`src/verilog/ccp_pkg.sv`:
```
`default_nettype none
package ccp_pkg;
  // core clock and timing figures
  localparam int unsigned CLK_HZ     = 100_000_000;
  localparam int unsigned CYC_PER_MS = CLK_HZ / 1000;
  localparam int unsigned QUIET_MS   = 1500;  // link-drop wait before pulses
  localparam int unsigned FAIL_MS    = 125;   // continuous signal means fail
  localparam int unsigned SLOT_MS    = 62;    // crossover sampling slot
  localparam int unsigned QUIET_CYC  = QUIET_MS * CYC_PER_MS;
  localparam int unsigned FAIL_CYC   = FAIL_MS * CYC_PER_MS;
  localparam int unsigned SLOT_CYC   = SLOT_MS * CYC_PER_MS;

  // register indices; byte address is four times the index
  localparam logic [4:0] IDX_CTRL   = 5'h10;
  localparam logic [4:0] IDX_STAT   = 5'h11;
  localparam logic [4:0] IDX_SEL    = 5'h16;
  localparam logic [4:0] IDX_CABLE  = 5'h1c;
  // selector values that open the two extra pages of the cable register
  localparam logic [7:0] PAGE_SKEW  = 8'h04;
  localparam logic [7:0] PAGE_POL   = 8'h05;
  localparam logic [7:0] PAIR_LAST  = 8'h03;
  // field positions
  localparam int CTRL_XMODE = 5;   // 6:5 crossover mode
  localparam int STAT_LEN   = 7;   // 9:7 dsp cable length
  localparam int STAT_MDIX  = 6;
  localparam int STAT_POL   = 1;
  localparam int CAB_START  = 15;
  localparam int CAB_VERD   = 13;  // 14:13
  localparam int CAB_AMP    = 8;   // 12:8
  localparam int PG5_MAP    = 4;   // 5:4
  localparam int PG5_VALID  = 6;
  localparam logic [10:0] LFSR_SEED = 11'h0_5a5;

  typedef enum logic [1:0] {
    V_NORMAL = 2'b00, V_SHORT = 2'b01, V_OPEN = 2'b10, V_FAIL = 2'b11
  } ccp_verdict_t;
  typedef enum logic [1:0] {
    X_MDI = 2'b00, X_MDIX = 2'b01, X_RSVD = 2'b10, X_AUTO = 2'b11
  } ccp_xmode_t;
  typedef enum logic [1:0] {
    SP_10 = 2'b00, SP_100 = 2'b01, SP_1000 = 2'b10, SP_NONE = 2'b11
  } ccp_speed_t;
  typedef enum logic [2:0] {
    T_IDLE = 3'b000, T_QUIET = 3'b001, T_PULSE = 3'b010,
    T_LISTEN = 3'b011, T_DONE = 3'b100
  } ccp_tst_t;

  // reflection report from the analog front end
  typedef struct packed {
    logic       hit;   // a reflection came back
    logic       neg;   // reflection is negative
    logic [4:0] amp;
    logic [7:0] dly;
  } ccp_tdr_t;

  // line and dsp status
  typedef struct packed {
    ccp_speed_t  speed;
    logic        link_up;
    logic        descr_lock;
    logic        sig_det;
    logic        link_pulse;
    logic        pulse_inv;
    logic [3:0]  idle_inv;
    logic        cd_swap;
    logic [2:0]  len;
    logic [15:0] skew;
  } ccp_line_t;

  typedef struct packed {
    ccp_verdict_t verd;
    logic [4:0]   amp;
    logic [7:0]   dly;
  } ccp_res_t;

  typedef struct packed {
    logic           ack;
    logic [31:0]    rdata;
    ccp_xmode_t     xmode;
    logic [7:0]     sel;
    logic           start;
    ccp_tst_t       tst;
    logic [27:0]    cnt;
    logic [27:0]    sig_cnt;
    logic [1:0]     pair;
    ccp_res_t [3:0] res;
    logic           pulse;
    logic           mdix;
    logic [27:0]    slot;
    logic           act_seen;
    logic [10:0]    lfsr;
    logic [3:0]     pol;
    logic           an_en;
  } ccp_st_t;
endpackage
`default_nettype wire

```
`src/verilog/ccp_cable_diag.sv`:
```
`timescale 1ns/1ps
`default_nettype none
module ccp_cable_diag
  import ccp_pkg::*;
#(
  parameter int unsigned QUIET_N = ccp_pkg::QUIET_CYC,
  parameter int unsigned FAIL_N  = ccp_pkg::FAIL_CYC,
  parameter int unsigned SLOT_N  = ccp_pkg::SLOT_CYC
)(
  // clock and reset
  input  wire logic               clk_i,
  input  wire logic               rst_i,
  // wishbone slave
  input  wire logic               wb_cyc_i,
  input  wire logic               wb_stb_i,
  input  wire logic               wb_we_i,
  input  wire logic [7:0]         wb_adr_i,
  input  wire logic [3:0]         wb_sel_i,
  input  wire logic [31:0]        wb_dat_i,
  output logic                    wb_ack_o,
  output logic [31:0]             wb_dat_o,
  // strap
  input  wire logic               auto_crossover_strap_i,
  // line status and reflectometry front end
  input  wire ccp_pkg::ccp_line_t line_i,
  input  wire logic               tdr_done_i,
  input  wire ccp_pkg::ccp_tdr_t  tdr_i,
  output logic                    tdr_active_o,
  output logic                    tdr_pulse_o,
  output logic [1:0]              tdr_pair_o,
  // pair mapping and polarity
  output logic                    mdix_o,
  output logic [3:0]              pol_invert_o,
  output logic                    an_enable_o
);

  ////////////////////////////////////////////////////////////////////////////
  // terminal counts; 28 bits cover the longest wait at full clock rate
  localparam logic [27:0] QUIET_L = 28'(QUIET_N - 1);
  localparam logic [27:0] FAIL_L  = 28'(FAIL_N - 1);
  localparam logic [27:0] SLOT_L  = 28'(SLOT_N - 1);
  // sweep ends on this pair
  localparam logic [1:0]  LAST_PAIR = PAIR_LAST[1:0];

  // whole block state and its next value
  ccp_st_t s_r;
  ccp_st_t s_nxt;
  logic    req;
  logic    wr;
  logic [4:0] idx;
  logic    adr_ok;
  logic    gig_ok;
  logic    rx_pol;
  logic [31:0] rd;

  // bus decode: unmapped word lanes still acknowledge and read zero
  // ack is registered: a request is taken once, answered one cycle on
  assign req    = wb_cyc_i & wb_stb_i & ~s_r.ack;
  assign wr     = req & wb_we_i;
  assign idx    = wb_adr_i[6:2];
  assign adr_ok = ~wb_adr_i[7] & (wb_adr_i[1:0] == 2'b00);
  // page contents only meaningful on a locked gigabit link
  assign gig_ok = (line_i.speed == SP_1000) & line_i.link_up
                  & line_i.descr_lock;
  // receive pair is pair one when straight, pair zero when crossed
  assign rx_pol = s_r.mdix ? s_r.pol[0] : s_r.pol[1];

  ////////////////////////////////////////////////////////////////////////////
  // read data multiplexer
  // page four, and the cd_swap and valid bits of page five, read live line status, not a snapshot
  always_comb
  begin
    rd = 32'h0000_0000;
    if (adr_ok)
    begin
      case (idx)
        IDX_CTRL:
          rd[CTRL_XMODE +: 2] = s_r.xmode;
        IDX_STAT:
        begin
          if (line_i.link_up)
            rd[STAT_LEN +: 3] = line_i.len;
          rd[STAT_MDIX] = s_r.mdix;
          rd[STAT_POL] = rx_pol;
        end
        IDX_SEL:
          rd[7:0] = s_r.sel;
        IDX_CABLE:
        begin
          rd[CAB_START] = s_r.start;
          if (s_r.sel <= PAIR_LAST)
          begin
            rd[CAB_VERD +: 2] = s_r.res[s_r.sel[1:0]].verd;
            rd[CAB_AMP +: 5]  = s_r.res[s_r.sel[1:0]].amp;
            rd[7:0]           = s_r.res[s_r.sel[1:0]].dly;
          end
          else if (s_r.sel == PAGE_SKEW)
            rd[15:0] = line_i.skew;
          else if (s_r.sel == PAGE_POL)
          begin
            rd[3:0]         = s_r.pol;
            rd[PG5_MAP]     = s_r.mdix;
            rd[PG5_MAP + 1] = line_i.cd_swap;
            rd[PG5_VALID]   = gig_ok;
          end
        end
        default:
          rd = 32'h0000_0000;
      endcase
    end
  end

  ////////////////////////////////////////////////////////////////////////////
  // next state of the whole block
  // later sections override earlier ones where they touch one field
  always_comb
  begin
    s_nxt       = s_r;
    s_nxt.ack   = req;
    s_nxt.pulse = 1'b0;
    if (req)
      s_nxt.rdata = rd;
    // free-running; the seed only keeps it off the all-zero lock-up
    s_nxt.lfsr = {s_r.lfsr[9:0], s_r.lfsr[10] ^ s_r.lfsr[8]};

    // register writes, low two byte lanes only
    // upper lanes hold no writable field, so they are simply ignored
    if (wr && adr_ok)
    begin
      case (idx)
        IDX_CTRL:
          if (wb_sel_i[0])
            s_nxt.xmode = ccp_xmode_t'(wb_dat_i[CTRL_XMODE +: 2]);
        IDX_SEL:
          if (wb_sel_i[0])
            s_nxt.sel = wb_dat_i[7:0];
        IDX_CABLE:
          if (wb_sel_i[1] && wb_dat_i[CAB_START] && s_r.tst == T_IDLE)
            s_nxt.start = 1'b1;
        default:
          s_nxt.sel = s_r.sel;
      endcase
    end

    // cable test sequencer
    case (s_r.tst)
      T_IDLE:
      begin
        s_nxt.cnt     = '0;
        s_nxt.sig_cnt = '0;
        if (s_r.start)
          s_nxt.tst = T_QUIET;
      end
      T_QUIET:
      begin
        // wait for partner to drop link
        if (s_r.cnt != QUIET_L)
          s_nxt.cnt = s_r.cnt + 28'h000_0001;
        // any gap restarts the count, so only an unbroken signal fails
        s_nxt.sig_cnt = line_i.sig_det ? s_r.sig_cnt + 28'h000_0001 : '0;
        if (line_i.sig_det && s_r.sig_cnt == FAIL_L)
        begin
          for (int p = 0; p < 4; p++)
          begin
            s_nxt.res[p].verd = V_FAIL;
            s_nxt.res[p].amp  = '0;
            s_nxt.res[p].dly  = '0;
          end
          s_nxt.tst = T_DONE;
        end
        else if (s_r.cnt == QUIET_L && !line_i.sig_det)
        begin
          s_nxt.pair = 2'b00;
          s_nxt.tst  = T_PULSE;
        end
      end
      T_PULSE:
      begin
        // request registered here, so the pulse shows in the listen state
        // one pulse per pair
        s_nxt.pulse = 1'b1;
        s_nxt.tst   = T_LISTEN;
      end
      T_LISTEN:
        // no timeout here: a front end that never answers stalls the test
        if (tdr_done_i)
        begin
          s_nxt.res[s_r.pair].amp = tdr_i.amp;
          s_nxt.res[s_r.pair].dly = tdr_i.dly;
          if (!tdr_i.hit)
            s_nxt.res[s_r.pair].verd = V_NORMAL;
          else if (tdr_i.neg)
            s_nxt.res[s_r.pair].verd = V_SHORT;
          else
            s_nxt.res[s_r.pair].verd = V_OPEN;
          if (s_r.pair == LAST_PAIR)
            s_nxt.tst = T_DONE;
          else
          begin
            s_nxt.pair = s_r.pair + 2'b01;
            s_nxt.tst  = T_PULSE;
          end
        end
      T_DONE:
      begin
        // one spare cycle: start falls only after all results have landed
        // start self-clears
        s_nxt.start = 1'b0;
        s_nxt.tst   = T_IDLE;
      end
      default:
        s_nxt.tst = T_IDLE;
    endcase

    // crossover resolution; frozen while linked or testing
    // a test restarts resolution from a clean slot when it ends
    if (s_r.tst != T_IDLE)
    begin
      s_nxt.an_en    = 1'b0;
      s_nxt.act_seen = 1'b0;
      s_nxt.slot     = '0;
    end
    else if (s_r.xmode == X_MDI || s_r.xmode == X_MDIX)
    begin
      // forced modes let negotiation run at once, nothing to resolve
      // forced setting
      s_nxt.mdix  = (s_r.xmode == X_MDIX);
      s_nxt.an_en = 1'b1;
    end
    else if (line_i.link_up)
      s_nxt.an_en = 1'b1;
    else
    begin
      if (line_i.link_pulse || line_i.sig_det)
        s_nxt.act_seen = 1'b1;
      s_nxt.an_en = s_r.an_en | s_r.act_seen;
      s_nxt.slot  = s_r.slot + 28'h000_0001;
      if (s_r.slot == SLOT_L)
      begin
        s_nxt.slot = '0;
        if (!s_r.act_seen && s_r.lfsr[0])
          s_nxt.mdix = ~s_r.mdix;
        // activity on the closing edge opens the next slot, so a steady
        // signal never loses it and negotiation is not restarted
        s_nxt.act_seen = line_i.link_pulse | line_i.sig_det;
        // negotiation follows the slot just ended; a silent slot stops it
        s_nxt.an_en    = s_r.act_seen;
      end
    end

    // receive polarity correction
    case (line_i.speed)
      SP_1000:
        if (!line_i.descr_lock)
          s_nxt.pol = line_i.idle_inv;
      SP_10:
        // track pulses until link is up
        if (!line_i.link_up && line_i.link_pulse)
        begin
          if (s_r.mdix)
            s_nxt.pol[0] = line_i.pulse_inv;
          else
            s_nxt.pol[1] = line_i.pulse_inv;
        end
      // polarity is meaningless at 100, so it reads as all clear
      // 100 needs no correction
      SP_100:
        s_nxt.pol = 4'h0;
      default:
        s_nxt.pol = s_r.pol;
    endcase
  end

  ////////////////////////////////////////////////////////////////////////////
  // state register; strap sampled while reset is held
  // strap is read on every reset edge, so it may settle late in reset
  always_ff @(posedge clk_i)
  begin
    if (rst_i)
    begin
      s_r       <= '0;
      s_r.xmode <= auto_crossover_strap_i ? X_AUTO : X_MDI;
      s_r.mdix  <= 1'b0;
      s_r.tst   <= T_IDLE;
      s_r.lfsr  <= LFSR_SEED;
    end
    else
      s_r <= s_nxt;
  end

  ////////////////////////////////////////////////////////////////////////////
  // outputs, all from the state register; tdr_active_o is decoded from the test state
  // test pulse request lasts one cycle; pair holds until the echo
  assign wb_ack_o     = s_r.ack;
  assign wb_dat_o     = s_r.rdata;
  assign tdr_active_o = (s_r.tst != T_IDLE);
  assign tdr_pulse_o  = s_r.pulse;
  assign tdr_pair_o   = s_r.pair;
  // analog mux swaps a/b and tx/rx when high
  assign mdix_o       = s_r.mdix;
  assign pol_invert_o = s_r.pol;
  assign an_enable_o  = s_r.an_en;

endmodule
`default_nettype wire

```
`config.mk`:
```
export PLATFORM = sky130hd
export DESIGN_NAME = ccp_cable_diag
export DESIGN_NICKNAME = d
export VERILOG_FILES = /design/src/verilog/ccp_pkg.sv /design/src/verilog/ccp_cable_diag.sv
export SDC_FILE = /design/constraint.sdc
export NUM_CORES = 1
export LEC_CHECK = 0
export BUFFER_PORTS_ARGS = -buffer_cell sky130_fd_sc_hd__buf_4
export CAP_MARGIN = 0
export CORE_ASPECT_RATIO = 1.1
export CORE_MARGIN = 8
export CORE_UTILIZATION = 40
export CTS_CLUSTER_DIAMETER = 150
export DETAILED_ROUTE_END_ITERATION = 12
export SLEW_MARGIN = 20
export SYNTH_ARGS = -nofsm -noshare
export SYNTH_HDL_FRONTEND = slang
export SYNTH_SLANG_ARGS = --single-unit
```
`constraint.sdc`:
```
create_clock -name clk_i -period 6.3 [get_ports clk_i]
set_input_delay 0.63 -clock clk_i [delete_from_list [all_inputs] [get_ports clk_i]]
set_output_delay 0.63 -clock clk_i [all_outputs]
set_load 0.02 [all_outputs]
```
# Yosys cells after proc, flatten, opt, wreduce, memory -nomap -nowiden
# Index checks and enable logic that the tools add are counted.
# word_totals
regBits,196
out_inout_bits,43
input_bits,97
# classes
bitwise,15
reduce_logical,43
n_eq_ne,31
add_sub_neg,4
order_cmp,4
n_mux,75
# ops
operator,count
60-bit bitwise mux,5
60-bit 2-to-1 mux,3
179-bit 2-to-1 mux,1
62-bit case mux with 2 select lines,1
56-bit case mux with 2 select lines,1
15-bit demux with 2-bit select,3
28-bit by 1-bit adder with 28-bit output (second input constant),3
62-bit 2-to-1 mux,1
30-bit 2-to-1 mux,2
29-bit 2-to-1 mux,2
28-bit 2-to-1 mux,2
15-bit 2-to-1 mux,3
15-bit binary-select mux with 2-bit select,1
28-bit by 23-bit == test with 1-bit output (second input constant),1
28-bit by 24-bit == test with 1-bit output (second input constant),1
28-bit == test (second input constant),1
28-bit inequality test (second input constant),1
8-bit 2-to-1 mux,3
2-bit inequality test (second input constant),11
5-bit == test (second input constant),4
3-bit 2-to-1 mux,6
3-bit AND reduction,6
2-bit nonzero test,9
8-bit by 3-bit == test with 1-bit output (second input constant),2
other kinds (41),99

# Logic depth before layout (Yosys ltp)
# logic_depth
word_depth,12
depth_mapped,8
depth_no_buf,6

# Worst setup path before layout
# No wires, ideal clock.
# synth_path
kind,in2reg
start,in line_i[28] in the netlist's numbering
end,reg s_r[44] in the netlist's numbering
slack_ns,4.086
cell_stages,6
t_arrival_ns,2.097
path_buffers,1
path_cell_list,buf_2 > nand4b_1 > nor4_1 > nand4_1 > xor2_1 > nor2_1
# synth_between
elab_chain_len,2
# synth_rtl
item,line,source
from (decl),ccp_cable_diag.sv:25,"input wire ccp_pkg::ccp_line_t line_i,"
1-bit NOT (no line),n/a,
2-bit AND reduction (no line),n/a,
to (signal assigned),ccp_cable_diag.sv:288,s_r <= s_nxt;
to (decl),ccp_cable_diag.sv:46,ccp_st_t s_r;
# No other way between the ends.
# A chain may end at the register's enable or synchronous reset.

# Worst setup path in the final report
# layout_path
start,reg s_r[126] in the netlist's numbering
end,reg s_r[64] in the netlist's numbering
# layout_between
elab_chain_len,4
# layout_rtl
item,line,source
28-bit by 24-bit == test with 1-bit output,ccp_cable_diag.sv:161,if (line_i.sig_det && s_r.sig_cnt == FAIL_L)
1-bit logical AND,ccp_cable_diag.sv:161,
2-bit inequality test (no line),n/a,
3-bit AND reduction (no line),n/a,
# No other way between the ends.

==> results.sh <==
export IMPL_start_util_pct=40.57
export IMPL_cp_required_ns=6.64
export IMPL_critPathLaunchType="flip-flop"
export IMPL_die_height_um=178.1
export IMPL_htree_num_levels=4
export IMPL_yosys_warnings=0
export IMPL_drt_initial_drc_count=630
export IMPL_clock_skew_ns=0.01579
export IMPL_tritoncts="built"
export IMPL_fmax_mhz=370.5
export IMPL_grt_pass1_wl_um=41650
export IMPL_drv_slew=0
export IMPL_cpPeakStageDelay_ns=0.79
export IMPL_wl_um=25890
export IMPL_layout_worst_path_cycle_share_pct=42.84
export IMPL_clkLatencyLatePin_ns=0.44
export IMPL_grt_pass1_vias=7813
export IMPL_synth_simple_area_share_pct=23.90
export IMPL_viasPerCell=5.649
export IMPL_critPathKind="reg2reg"
export IMPL_yosys_register_bits=196
export IMPL_place_port_buffers=98
export IMPL_multi_input_area_um2=5100
export IMPL_root_buffer="clkbuf_16"
export IMPL_worstSetupEndpointType="flip-flop"
export IMPL_p_total_mw=2.423
export IMPL_drtPass1Iterations=6
export IMPL_postRouteAntennaNets=0
export IMPL_seq_area_um2=3944
export IMPL_hold_slack_ns=0.4096
export IMPL_postCtsSetupRepairBufs=0
export IMPL_syn_to_final_growth_pct=13.48
export IMPL_dp_hpwl_um=18220
export IMPL_cts_sinks=196
export IMPL_wl_per_cell_um=18.15
export IMPL_cp_data_arrival_time_ns=3.04
export IMPL_rows=59
export IMPL_min_period_ns=2.699
export IMPL_antenna_cells=0
export IMPL_syn_inst=1062
export IMPL_cts_resized_gates=0
export IMPL_hold_class="reg2reg"
export IMPL_synth_edf_count=2
export IMPL_die_w_um=163.3
export IMPL_ys_seq_area_share_pct=41.28
export IMPL_crit_path_max_fanout=13
export IMPL_pwr_density_cell_nw_per_um2=223.5
export IMPL_place_congestion=0.7925
export IMPL_p_leak_nw=4.084
export IMPL_io_pins=140
export IMPL_grt_max_degree=53
export IMPL_crit_buf_inv=0
export IMPL_async_reset_ff_share_pct=0
export IMPL_vias=8056
export IMPL_overflow=0
export IMPL_critPathSlowestCell="nand3_1"
export IMPL_synth_xor_area_share_pct=3.576
export IMPL_ys_types=73
export IMPL_max_slew_margin_rel_pct=24.90
export IMPL_setup_tns_ns=0
export IMPL_drc=0
export IMPL_path_cells="nor4bb_1 > nand4_1 > o21ai_1 > nand3_1 > mux2i_1"
export IMPL_synthMuxAreaShare_pct=8.906
export IMPL_outcome="complete, no violations"
export IMPL_nNetsFinal=1212
export IMPL_crit_family="simple AND/OR/NAND/NOR gates"
export IMPL_cts_buffer_depth=2
export IMPL_worst_pin_slew_ns=1.122
export IMPL_clkTransAtPathRegs_ns=0.07
export IMPL_avgSynthCellArea_um2=8.995
export IMPL_nFillCells=2278
export IMPL_core_area_um2=23550
export IMPL_synth_fa_ha_area_share_pct=0.9168
export IMPL_numCtsBuffers=17
export IMPL_final_core_util_pct=46.03
export IMPL_synth_top_family_by_area="simple AND/OR/NAND/NOR gates"
export IMPL_grtUsageTotal_pct=17.62
export IMPL_die_area_um2=29090
export IMPL_maxCapViolCount=0
export IMPL_drive_above_1_share_pct=16.32
export IMPL_setup_viol=0
export IMPL_peakVddDrop_v=0.0001788
export IMPL_hold_viol=0
export IMPL_synth_flop_cell="dfxtp_1"
export IMPL_synth_compound_area_share_pct=15.14
export IMPL_cts_hold_buffers=0
export IMPL_rsz0062_at_grt="false"
export IMPL_antenna_found_initial=0
export IMPL_netlist_area_um2=9553
-- final cells by class --
cell class | count | area share [%]
multi-input combinational | 771 | 47.05
clock inverter | 13 | 1.039
sequential | 196 | 36.38
tap | 305 | 3.520
clock buffer | 19 | 4.086
inverter | 15 | 0.5194
timing repair buffer | 107 | 7.410
-- final timing paths --
path	slack [ns]	depth (start not counted)	from	end
worst min-delay path	0.41	1	s_nxt[13]	s_nxt[14]
worst max-delay path	3.60	5	s_r[126]	s_r[64]
worst min register to register	0.41	1	s_nxt[13]	s_nxt[14]
worst max register to register	3.60	5	s_r[126]	s_r[64]
-- metrics by stage --
stage                     setup slack, ns  instances  cell area, µm²
after floorplan                     4.086       1077            9609
after global placement              3.360       1394           10280
after detailed placement            3.359       1394           10280
after CTS                           3.563       1426           10830
after global routing                3.302       1426           10840
final                               3.601       1426           10840
-- metal layers --
layer  global-route usage [%]  share of wire, %
met5                        0                 0
met4                    4.017              0.74
met3                    3.763               4.9
met2                    29.63                49
met1                    22.67                46
-- cells by family (layout without fill, tap and decap cells) --
group	count (synthesis)	count (layout)
compound gates	207	207
xor+xnor	39	39
fa+ha+maj	7	7
buf+inv	110	154
flops	196	196
mux	66	66
other cells	1	16
simple gates	436	436
-- where the power goes --
part           internal, mW  switching (mW)
Sequential             1.25         0.00783
Combinational        0.0503          0.0701
Clock                 0.529           0.515
Total                  1.83           0.593
-- cells in the mapped netlist (3+ instances only) --
cell type | count | area [µm²]
a311oi_1 | 9 | 78.83
nor2_2 | 6 | 37.54
inv_1 | 14 | 52.55
a41oi_1 | 3 | 26.28
nor4b_1 | 4 | 35.03
nand2b_1 | 5 | 31.28
o21a_1 | 12 | 90.09
ha_1 | 7 | 87.58
a31oi_1 | 12 | 75.07
buf_1 | 7 | 26.28
nor4bb_1 | 3 | 30.03
a41o_1 | 5 | 50.05
and2_1 | 10 | 62.56
or2_2 | 8 | 50.05
and3_1 | 17 | 106.4
nor3_1 | 20 | 100.1
buf_2 | 17 | 85.08
o211ai_1 | 6 | 45.04
xor2_1 | 20 | 175.2
o31ai_1 | 5 | 37.54
a211oi_1 | 5 | 37.54
a22o_1 | 28 | 245.2
or3_1 | 17 | 106.4
nand4_1 | 29 | 181.4
a21oi_1 | 39 | 195.2
nor2_1 | 97 | 364.1
a21o_1 | 4 | 30.03
nand3b_1 | 7 | 52.55
xnor2_1 | 19 | 166.4
and4_1 | 14 | 122.6
clkbuf_1 | 30 | 112.6
nor2b_1 | 11 | 68.82
a22oi_1 | 18 | 135.1
nor3b_1 | 4 | 30.03
buf_4 | 39 | 292.8
nand3_1 | 35 | 175.2
dfxtp_1 | 194 | 3884
nand2_1 | 110 | 412.9
nor4_1 | 14 | 87.58
o21ai_0 | 37 | 185.2
nand4b_1 | 3 | 26.28
mux2i_1 | 49 | 490.5
mux4_2 | 15 | 337.8
or4_1 | 10 | 75.07
a31o_2 | 3 | 26.28
-- cells in the final DEF, fill, tap and decap left out, types with 7 or more instances in the layout --
cell | synthesis | routed
a311oi_1 | 9 | 9
mux4_2 | 15 | 15
a22oi_1 | 18 | 18
nand4_1 | 29 | 29
nor4_1 | 14 | 13
buf_4 | 39 | 107
or3_1 | 17 | 17
inv_1 | 14 | 14
xor2_1 | 20 | 20
a21oi_1 | 39 | 39
conb_1 | 1 | 16
nor2_1 | 97 | 97
and4_1 | 14 | 14
o21a_1 | 12 | 12
dfxtp_1 | 194 | 194
nand3_1 | 35 | 35
or2_2 | 8 | 8
a31oi_1 | 12 | 12
nor3_1 | 20 | 20
and2_1 | 10 | 10
nand3b_1 | 7 | 7
nor2b_1 | 11 | 11
or4_1 | 10 | 10
mux2i_1 | 49 | 49
and3_1 | 17 | 17
ha_1 | 7 | 7
a22o_1 | 28 | 28
o21ai_0 | 37 | 37
nand2_1 | 110 | 110
clkbuf_16 | 0 | 17
xnor2_1 | 19 | 19
-- registers in the layout, summed over array words and instances (netlist names) --
register / count
s_r: 160
wb_dat_o: 16
s_nxt: 10
pol_invert_o: 4
tdr_pair_o: 2
an_enable_o: 1
mdix_o: 1
tdr_pulse_o: 1
wb_ack_o: 1
(Power assumes the default switching activity.)
